[src/include/eip_pkg.sv]
// constants and types for the external interrupt pin logic
// assumes a single core clock; interrupt pins pass a two-stage synchroniser
package eip_pkg;

  // ----------------------------------------------------------------
  // widths and source numbering
  // ----------------------------------------------------------------
  localparam int unsigned ID_W     = 4;
  localparam int unsigned NSRC     = 16;
  localparam int unsigned NEXT     = 4;
  localparam logic [3:0]  ID_NMI   = 4'h1;
  localparam logic [3:0]  ID_EXT4  = 4'h4;
  localparam logic [3:0]  ID_NONE  = 4'h0;
  localparam logic [15:0] PEND_RST = 16'h0000;

  // service sequence states
  typedef enum logic [1:0] {
    EIP_IDLE,
    EIP_ACK
  } eip_state_e;

endpackage

[src/rtl/eip_edge.sv]
// rising-edge detector with two-stage synchroniser
// assumes pin is asynchronous to clk or not; sync is harmless either way
module eip_edge (
  // clock and reset
  input  wire logic clk,
  input  wire logic reset,
  // pin and event
  input  wire logic pin,
  output logic      rise
);

  logic s1_q, s2_q, s3_q;
  logic s1_d, s2_d, s3_d;

  // ----------------------------------------------------------------
  // synchroniser and history
  // ----------------------------------------------------------------
  always_comb begin
    s1_d = pin;
    s2_d = s1_q;
    s3_d = s2_q;
  end

  // only stages two and three feed the comparator; stage one stays private
  always_ff @(posedge clk) begin
    if (reset) begin
      s1_q <= 1'b0;
      s2_q <= 1'b0;
      s3_q <= 1'b0;
    end else begin
      s1_q <= s1_d;
      s2_q <= s2_d;
      s3_q <= s3_d;
    end
  end

  // a level held high gives a single pulse
  assign rise = s2_q & ~s3_q;

  a_edge_single: assert property (@(posedge clk) disable iff (reset)
    rise |=> !rise)
    else $error("edge pulse lasted more than one cycle");

  // a pulse must trace back to the pin two samples earlier
  a_rise_from_pin: assert property (@(posedge clk) disable iff (reset)
    rise |-> $past(pin, 2))
    else $error("edge pulse without a matching pin level");

endmodule

[src/rtl/eip_top.sv]
// pin-level interrupt logic: edge capture, pending, acknowledge, id
// assumes core raises service_req when it takes the chosen interrupt
module eip_top (
  // clock and reset
  input  wire logic        clk,
  input  wire logic        reset,
  // pins
  input  wire logic        nmi_pin,
  input  wire logic        ext_irq_line_4,
  input  wire logic        ext_irq_line_5,
  input  wire logic        ext_irq_line_6,
  input  wire logic        ext_irq_line_7,
  // internal sources, bit n is service table position n
  input  wire logic [15:0] int_irq_pulse,
  // core service handshake
  input  wire logic        service_req,
  // pending view and acknowledge
  output logic [15:0]      pending_out,
  output logic             irq_acknowledge_out,
  output logic [3:0]       serviced_irq_id
);

  logic [eip_pkg::NEXT-1:0] ext_pins;
  logic [eip_pkg::NEXT-1:0] ext_rise;
  logic                     nmi_rise;
  logic [15:0]              edge_vec;

  // pending flags, service state and registered outputs
  logic [15:0]              pend_q;
  logic [15:0]              pend_d;
  eip_pkg::eip_state_e      st_q;
  eip_pkg::eip_state_e      st_d;
  logic                     ack_q;
  logic                     ack_d;
  logic [3:0]               id_q;
  logic [3:0]               id_d;

  // shared priority choice, so the state logic and the checks agree
  logic [3:0]               sel_id;
  logic                     any_pend;

  // pins gathered so line n sits at bit n-4
  assign ext_pins = {ext_irq_line_7, ext_irq_line_6, ext_irq_line_5, ext_irq_line_4};

  // ----------------------------------------------------------------
  // edge detectors
  // ----------------------------------------------------------------
  eip_edge u_nmi (
    .clk   (clk),
    .reset (reset),
    .pin   (nmi_pin),
    .rise  (nmi_rise)
  );

  genvar gi;
  generate
    for (gi = 0; gi < eip_pkg::NEXT; gi++) begin : g_ext
      eip_edge u_ext (
        .clk   (clk),
        .reset (reset),
        .pin   (ext_pins[gi]),
        .rise  (ext_rise[gi])
      );
    end
  endgenerate

  // pin events land at their table positions
  always_comb begin
    edge_vec = int_irq_pulse;
    edge_vec[eip_pkg::ID_NMI] = edge_vec[eip_pkg::ID_NMI] | nmi_rise;
    for (int i = 0; i < eip_pkg::NEXT; i++) begin
      edge_vec[eip_pkg::ID_EXT4 + 4'(i)] = edge_vec[eip_pkg::ID_EXT4 + 4'(i)] | ext_rise[i];
    end
  end

  // lowest nonzero table position wins, matching service priority
  function automatic logic [3:0] pick(input logic [15:0] v);
    logic [3:0] r;
    r = eip_pkg::ID_NONE;
    for (int i = eip_pkg::NSRC - 1; i >= 1; i--) begin
      if (v[i]) begin
        r = 4'(i);
      end
    end
    return r;
  endfunction

  // any source at a serviceable position; bit zero never wins a service
  function automatic logic has_request(input logic [15:0] v);
    return pick(v) != eip_pkg::ID_NONE;
  endfunction

  // ----------------------------------------------------------------
  // source selection
  // ----------------------------------------------------------------
  // one priority pick feeds both the state logic and the checks
  always_comb begin
    sel_id   = pick(pend_q);
    any_pend = has_request(pend_q);
  end

  // ----------------------------------------------------------------
  // pending, service and acknowledge
  // ----------------------------------------------------------------
  // next pending, state and outputs; a request during ack is ignored, only idle takes one
  always_comb begin
    pend_d = pend_q | edge_vec;
    st_d   = st_q;
    ack_d  = 1'b0;
    id_d   = id_q;
    unique case (st_q)
      eip_pkg::EIP_IDLE: begin
        if (service_req && any_pend) begin
          id_d   = sel_id;
          ack_d  = 1'b1;
          // a new edge on the same source survives the clear, else it is lost
          pend_d[sel_id] = edge_vec[sel_id];
          st_d   = eip_pkg::EIP_ACK;
        end
      end
      eip_pkg::EIP_ACK: begin
        st_d = eip_pkg::EIP_IDLE; // one-cycle acknowledge
      end
    endcase
  end

  // registers only; each top output is one of these flops
  always_ff @(posedge clk) begin
    if (reset) begin
      pend_q <= eip_pkg::PEND_RST;
      st_q   <= eip_pkg::EIP_IDLE;
      ack_q  <= 1'b0;
      id_q   <= eip_pkg::ID_NONE;
    end else begin
      pend_q <= pend_d;
      st_q   <= st_d;
      ack_q  <= ack_d;
      id_q   <= id_d;
    end
  end

  // outputs come straight from the flops
  assign pending_out         = pend_q;
  assign irq_acknowledge_out = ack_q;
  assign serviced_irq_id     = id_q;

  // ----------------------------------------------------------------
  // checks on acknowledge and id
  // ----------------------------------------------------------------
  a_ack_has_id: assert property (@(posedge clk) disable iff (reset)
    irq_acknowledge_out |-> serviced_irq_id != eip_pkg::ID_NONE)
    else $error("acknowledge without a valid id");

  a_ack_follows_req: assert property (@(posedge clk) disable iff (reset)
    (st_q == eip_pkg::EIP_IDLE && service_req && any_pend)
      |=> irq_acknowledge_out && serviced_irq_id == pick($past(pend_q)))
    else $error("service did not acknowledge the chosen source");

  a_id_stable_ack: assert property (@(posedge clk) disable iff (reset)
    irq_acknowledge_out |=> $stable(serviced_irq_id))
    else $error("id changed right after acknowledge");

  a_ack_one_cycle: assert property (@(posedge clk) disable iff (reset)
    irq_acknowledge_out |=> !irq_acknowledge_out)
    else $error("acknowledge lasted more than one cycle");

  a_ack_needs_req: assert property (@(posedge clk) disable iff (reset)
    irq_acknowledge_out |-> $past(service_req) && $past(st_q) == eip_pkg::EIP_IDLE)
    else $error("acknowledge without an accepted service request");

  a_no_ack_empty: assert property (@(posedge clk) disable iff (reset)
    (st_q == eip_pkg::EIP_IDLE && !any_pend) |=> !irq_acknowledge_out)
    else $error("acknowledge with nothing pending");

  // the id must not move between services, or the far side reads a stale source
  a_id_holds_idle: assert property (@(posedge clk) disable iff (reset)
    (!reset && !irq_acknowledge_out
      && !(st_q == eip_pkg::EIP_IDLE && service_req && any_pend))
      |=> $stable(serviced_irq_id))
    else $error("id changed without a service");

  a_reset_quiet: assert property (@(posedge clk)
    reset |=> !irq_acknowledge_out && pending_out == eip_pkg::PEND_RST
      && serviced_irq_id == eip_pkg::ID_NONE)
    else $error("reset left state behind");

  // ----------------------------------------------------------------
  // checks on pending flags and edges
  // ----------------------------------------------------------------
  a_nmi_position: assert property (@(posedge clk) disable iff (reset)
    nmi_rise |=> pending_out[eip_pkg::ID_NMI])
    else $error("nmi edge not pending at its position");

  a_served_cleared: assert property (@(posedge clk) disable iff (reset)
    (st_q == eip_pkg::EIP_IDLE && service_req && any_pend && !edge_vec[sel_id])
      |=> !pending_out[$past(sel_id)])
    else $error("served source still pending");

  a_set_wins: assert property (@(posedge clk) disable iff (reset)
    (st_q == eip_pkg::EIP_IDLE && service_req && any_pend && edge_vec[sel_id])
      |=> pending_out[$past(sel_id)])
    else $error("edge lost while its source was served");

  // a pin already high across reset may give one pulse, so reset is excluded
  a_level_no_rearm: assert property (@(posedge clk) disable iff (reset)
    (!reset && ext_irq_line_4) [*4] |-> !ext_rise[0])
    else $error("held level raised a request");

  a_nmi_no_rearm: assert property (@(posedge clk) disable iff (reset)
    (!reset && nmi_pin) [*4] |-> !nmi_rise)
    else $error("held nmi level raised a request");

  // every external line gets the same level and position checks
  genvar gc;
  generate
    for (gc = 0; gc < eip_pkg::NEXT; gc++) begin : g_ext_chk
      a_ext_no_rearm: assert property (@(posedge clk) disable iff (reset)
        (!reset && ext_pins[gc]) [*4] |-> !ext_rise[gc])
        else $error("held external level raised a request");

      a_ext_position: assert property (@(posedge clk) disable iff (reset)
        ext_rise[gc] |=> pending_out[eip_pkg::ID_EXT4 + 4'(gc)])
        else $error("external edge not pending at its position");
    end
  endgenerate

endmodule

[config.mk]
export PLATFORM = sky130hd
export DESIGN_NAME = eip_top
export DESIGN_NICKNAME = d
export VERILOG_FILES = /design/src/include/eip_pkg.sv /design/src/rtl/eip_edge.sv /design/src/rtl/eip_top.sv
export SDC_FILE = /design/constraint.sdc
export NUM_CORES = 1
export LEC_CHECK = 0
export BUFFER_PORTS_ARGS = -buffer_cell sky130_fd_sc_hd__buf_2
export CELL_PAD_IN_SITES_DETAIL_PLACEMENT = 1
export CELL_PAD_IN_SITES_GLOBAL_PLACEMENT = 2
export CORE_ASPECT_RATIO = 1.1
export CORE_MARGIN = 2
export CORE_UTILIZATION = 29
export DETAILED_ROUTE_END_ITERATION = 10
export PLACE_DENSITY = 0.81
export SYNTH_ARGS = -nofsm -noshare
export SYNTH_HDL_FRONTEND = slang
export SYNTH_SLANG_ARGS = --single-unit
[constraint.sdc]
create_clock -name clk -period 2.06 [get_ports clk]
set_input_delay 0.309 -clock clk [delete_from_list [all_inputs] [get_ports clk]]
set_output_delay 0.309 -clock clk [all_outputs]
set_load 0.01 [all_outputs]
=== After elaboration in Yosys (flattened, before gate mapping) ===
Cells that the tools add are included.

* Register bits: 38
* Logic and storage cells: 71

* Order comparisons: 2
* Equal/unequal tests: 2
* Multiplexer cells: 25
* Bitwise gates (word level): 17
* Reduce and logical (&&, ||, !) cells: 6

{| class="wikitable"
|+ Operators by type and width
! operator !! number
|-
| $mux W4 || 15
|-
| $mux W16 || 2
|-
| $bwmux W16 || 1
|-
| $or A16 B16 Y16 || 1
|-
| $not A1 Y1 || 6
|-
| $and A1 B1 Y1 || 5
|-
| $lt A4 B5 Y1 const B || 1
|-
| $or A1 B1 Y1 || 5
|-
| $bmux W1 S4 || 1
|-
| $demux W1 S4 || 1
|-
| $ge A4 B1 Y1 const B || 1
|-
| $pmux W2 S2 || 1
|-
| $reduce_bool A4 Y1 || 1
|-
| $mux W1 || 3
|-
| $eq A2 B1 Y1 const B || 1
|-
| $logic_and A1 B1 Y1 || 2
|-
| $logic_not A2 Y1 || 1
|-
| $mux W2 || 1
|-
| $ne A2 B2 Y1 const B || 1
|-
| $reduce_and A2 Y1 || 1
|-
| $reduce_or A2 Y1 || 1
|}

=== Logic depth before layout (Yosys ltp) ===
* Depth in word-level cells: 22
* Mapped depth: 8
* Depth with buffers taken out: 7

=== Modules after synthesis ===
Synthesis repeated with hierarchy kept, for this count alone.

* Cell total of the unflattened synthesis: 191
* Area total of the unflattened synthesis: 1796.7 µm²

{| class="wikitable"
|+ By module, submodules not included
! module !! times used !! cells each !! area an instance (µm²)
|-
| eip_top || 1 || 156 || 1358.8
|-
| eip_edge || 5 || 7 || 87.6
|}

=== Least setup slack after synthesis ===
No wires, ideal clock.

* Kind: reg2reg
* Start point: register pend_q[15], in the netlist pending_out[15]
* End point: register id_q[3], in the netlist serviced_irq_id[3]
* Library setup time: 0.071 ns
* Arrival time: 1.841 ns
* Path slack: 0.148 ns
* Stages on the path, launching flop included: 9
* Cell sequence: dfxtp_1 -> nor2_1 -> o311ai_2 -> a31o_1 -> nor2_1 -> a21o_1 -> buf_2 -> or4_1 -> a21oi_1

* Word-level cells in the longest chain between the ends: 18

{| class="wikitable"
|+ Ends and longest elaborated chain
! element !! line !! source
|-
| start, declared || eip_top.sv:29 || <nowiki>logic [15:0] pend_q;</nowiki>
|-
| start signal, assigned || eip_top.sv:130 || <nowiki>pend_q <= eip_pkg::PEND_RST;</nowiki>
|-
| start signal, assigned || eip_top.sv:135 || <nowiki>pend_q <= pend_d;</nowiki>
|-
| $mux W4 * (15 in series) || eip_top.sv:81 || <nowiki>if (v[i]) begin</nowiki>
|-
| $reduce_bool A4 Y1 || eip_top.sv:90 || <nowiki>return pick(v) != eip_pkg::ID_NONE;</nowiki>
|-
| $logic_and A1 B1 Y1 || eip_top.sv:113 || <nowiki>if (service_req && any_pend) begin</nowiki>
|-
| $reduce_and A2 Y1 (no source line) || - ||
|-
| end signal, assigned || eip_top.sv:133 || <nowiki>id_q <= eip_pkg::ID_NONE;</nowiki>
|-
| end signal, assigned || eip_top.sv:138 || <nowiki>id_q <= id_d;</nowiki>
|-
| end, declared || eip_top.sv:35 || <nowiki>logic [3:0] id_q;</nowiki>
|}

Every way passes the cells marked *; elsewhere a longest branch is shown, timed or not.
A chain may end at the register's enable or synchronous reset.

=== Worst setup path after layout ===
* Start point: register pend_q[7], in the netlist pending_out[7]
* End point: register pend_q[6], in the netlist pending_out[6]

* Word-level cells in the longest chain between the ends: 14
* Elaborated cells between the ends (all ways): 19
* Those cells by class: order compare (2); mux (14); reduce/logical (3)

{| class="wikitable"
|+ Ends and longest elaborated chain
! element !! line !! source
|-
| $mux W4 * (7 in series) || eip_top.sv:81 ||
|-
| $lt A4 B5 Y1 (implied by the code) or $ge A4 B1 Y1 (tied branches) || eip_top.sv:117 || <nowiki>pend_d[sel_id] = edge_vec[sel_id];</nowiki>
|-
| $logic_and A1 B1 Y1 (implied by the code) || eip_top.sv:117 ||
|-
| $mux W1 (implied by the code) || eip_top.sv:117 ||
|-
| $demux W1 S4 || eip_top.sv:117 ||
|-
| $bwmux W16 || eip_top.sv:117 ||
|-
| $mux W16 * || eip_top.sv:113 ||
|-
| $mux W16 * || eip_top.sv:111 || <nowiki>unique case (st_q)</nowiki>
|}

Every way passes the cells marked *; elsewhere a longest branch is shown, timed or not. The select of a mux whose other input is x is not followed.

==> metrics <==
DIE HEIGHT=81.1 µm; initial core utilization=29.6%; RSZ-0062 raised after global routing=yes; commonest cells after routing, fill and taps aside=buf_2, dfxtp_1, buf_4; drc violations=0; Startpoint Class=flop; fin util=roughly 43%; CP Capture Type=flop; die area=6000 µm²; Critical Path AT=2.16 ns; vias post-DR=~1600; Hold Path Class=in -> reg; average wire per standard cell=14.0 µm; Overall Power=1.85 mW; Seq pwr share=42.6%; min setup slack post-route=approximately 0.08 ns; slew margin rel.=74.7%; root buf cell=clkbuf_8; # IOs=45; diode count=0; Hold Vio Cnt, Final=0; clk slew on worst S/H paths=0.07 ns; Synthesis Warnings=0; Net Sw Power=0.505 mW; Post-Synthesis Cells=178; final setup fails=0; Buffers & Inverters on Critical Path=1; fill count=641; largest net degree at the start of global routing=33; dominant cells by area after synthesis=dfxtp_1, nor2b_1, nor2_1; clk_lat worst skew=0.29 ns; Finished Cell Area=2280 µm²; CP top delay family=compound AO/OA/AOI/OAI gates; area leader, netlist=dfxtp_1; share of cells above drive strength 1=41.4%; # port buffers=44; Tmin final=1.98 ns; Worst-Margin Slew=0.379 ns; leading cell type in the layout, fill and taps excluded=buf_2; Final Instance Count excl. Fillers=approximately 330; final worst-path cycle share=96.1%; CTS Buf Count=5; setup repair bufs after CTS=0; beginning of the critical path=pending_out[7]; status=complete, no violations; Worst path slowest cell=dfxtp_1; CP required=2.24 ns; clock buffer depth=2; internal power=1.34 mW; Die Wd=74.1 µm; number of max-cap violations=0; GP Congestion=0.852; Post-DRT Antenna Nets=0; area delta synth->final=45.7%; Sw Ratio=27.3%; register area share after synthesis=47.3%; max frequency=505 MHz; Synth top area share=between 40% and 50%; fin. max-slew vios=0; hold slack final=between 0.2 and 0.25 ns; Routed Wire Length=4.65 mm; sequential cell area=744 µm²; DP Cell Count=323; first-pass GRT wire length=7.46 mm; PwrDens=811 nW/µm²; Yosys cell types=37; TritonRoute pass-1 iters=4; Via density=4.75; GRT Util Overall=16.5%; slowest stage delay, CP=roughly 0.35 ns; core box area=5290 µm²; worst slack at placement=-0.0782 ns; Synth Area per Inst=8.79 µm²; worst clock skew=0.00567 ns; total negative slack=0 ns; cell area after synthesis=1570 µm²; CTS tree=done; num rows=28; RR Startpoint=pending_out[7]; Net Count, Synth=202; CTS H-tree depth=2; initial antenna violation count=0; Crit Path Class=reg -> reg; Comb pwr share=21.7%; CP Max Fanout=4; First DRT Iteration DRCs=46; Final Net Count=~280; DP Area=2100 µm²; HPWL Detailed=3.65 mm; multi-input logic area=810 µm²; Lkg Pwr=between 1 and 1.5 nW; gr ovfl total=0; peak supply drop=415 µV; hold path start=ext_irq_line_5; clock network fraction of design power=a little over a third; crit-path cells=nor2_2, o21ai_0, a31o_1, or3_1, nand4_1, a21oi_1, buf_4, a221oi_1; Sink Count=37; vias in the first global route=approximately 1600; #FFs+latches synth=37
==> per-layer routing <==
layer  wire, µm  vias up  track usage [%]  share of wire, %
li1           -      780                -                 -
met1       2060      739             20.1                44
met2       2310       41             28.0                50
met3        180       11             3.85               3.9
met4        104        0             6.36               2.2
met5          0        -                0                 0
==> worst register-to-register path: stages, from the launching register on <==
cell and delay (ns):
dfxtp_1 0.35, nor2_2 0.20, o21ai_0 0.16, a31o_1 0.27
or3_1 0.35, nand4_1 0.11, a21oi_1 0.05, buf_4 0.15
a221oi_1 0.25
==> cell type report <==
cell class	count	share of cell area [%]
Inverter	12	1.97
Sequential cell	37	32.6
Timing Repair Buffer	77	20.5
Clock inverter	2	1.65
Multi-Input combinational cell	122	35.5
Clock buffer	6	3.62
Tap cell	75	4.11
==> timing repair <==
action                     CTS  global route
hold buffers                 0             0
pin swaps                    0             1
resized for setup            5            14
setup endpoints to repair    7            15
==> cells by family after synthesis <==
group,count (synthesis),share of synthesized area [%]
AO/OA/AOI/OAI,45,21.7
buffers and inverters,19,4.80
flip-flops,37,47.3
multiplexers,4,2.56
AND/OR/NAND/NOR,73,23.6
==> worst paths after layout <==
path / slack, ns / to / cells past startpoint
hold reg to reg: 0.44 / g_ext[0].u_ext.s2_q / 1
hold / removal: 0.22 / g_ext[1].u_ext.s1_q / 2
setup / recovery: 0.08 / pending_out[6] / 8
setup reg to reg: 0.08 / pending_out[6] / 8
==> flip-flops by register name, indices dropped and copies added, names as in the netlist <==
register / count
u_nmi.s2_q: 1
u_nmi.s1_q: 1
g_ext.u_ext.s3_q: 4
u_nmi.s3_q: 1
serviced_irq_id: 4
g_ext.u_ext.s2_q: 4
pending_out: 16
st_q: 1
g_ext.u_ext.s1_q: 4
irq_acknowledge_out: 1
==> power by group through the flow <==
stage | Sequential, mW | Combinational [mW] | Clock, mW
floorplan | 0.822 | 0.168 | 0
global placement | 0.800 | 0.374 | 0
detailed placement | 0.803 | 0.381 | 0
CTS | 0.787 | 0.389 | 0.677
global route | 0.795 | 0.442 | 0.704
finish | 0.789 | 0.401 | 0.660
==> cells in the mapped netlist <==
library cell and instances:
a221oi_1 3, nand2b_1 1, clkbuf_2 1, o311ai_1 1, a31oi_4 1, o31ai_1 4
o21bai_1 1, nor2b_1 22, or4_1 2, a21o_1 3, a21oi_1 10, nor2_1 25
dfxtp_1 37, o21ai_0 4, o221a_2 1, nand4_1 2, nor3b_1 1, and3_1 1
o21ai_1 1, buf_2 2, or3_1 2, o2111a_1 1, or2_2 1, nor4_1 1
nor3_1 4, inv_1 12, o211ai_1 1, clkbuf_1 4, a211oi_1 7, a31o_1 1
a31oi_1 2, a211o_1 2, nand3_1 3, o311ai_2 1, nand2_1 8, o21bai_2 1
mux2i_1 4
(Power assumes the default switching activity.)
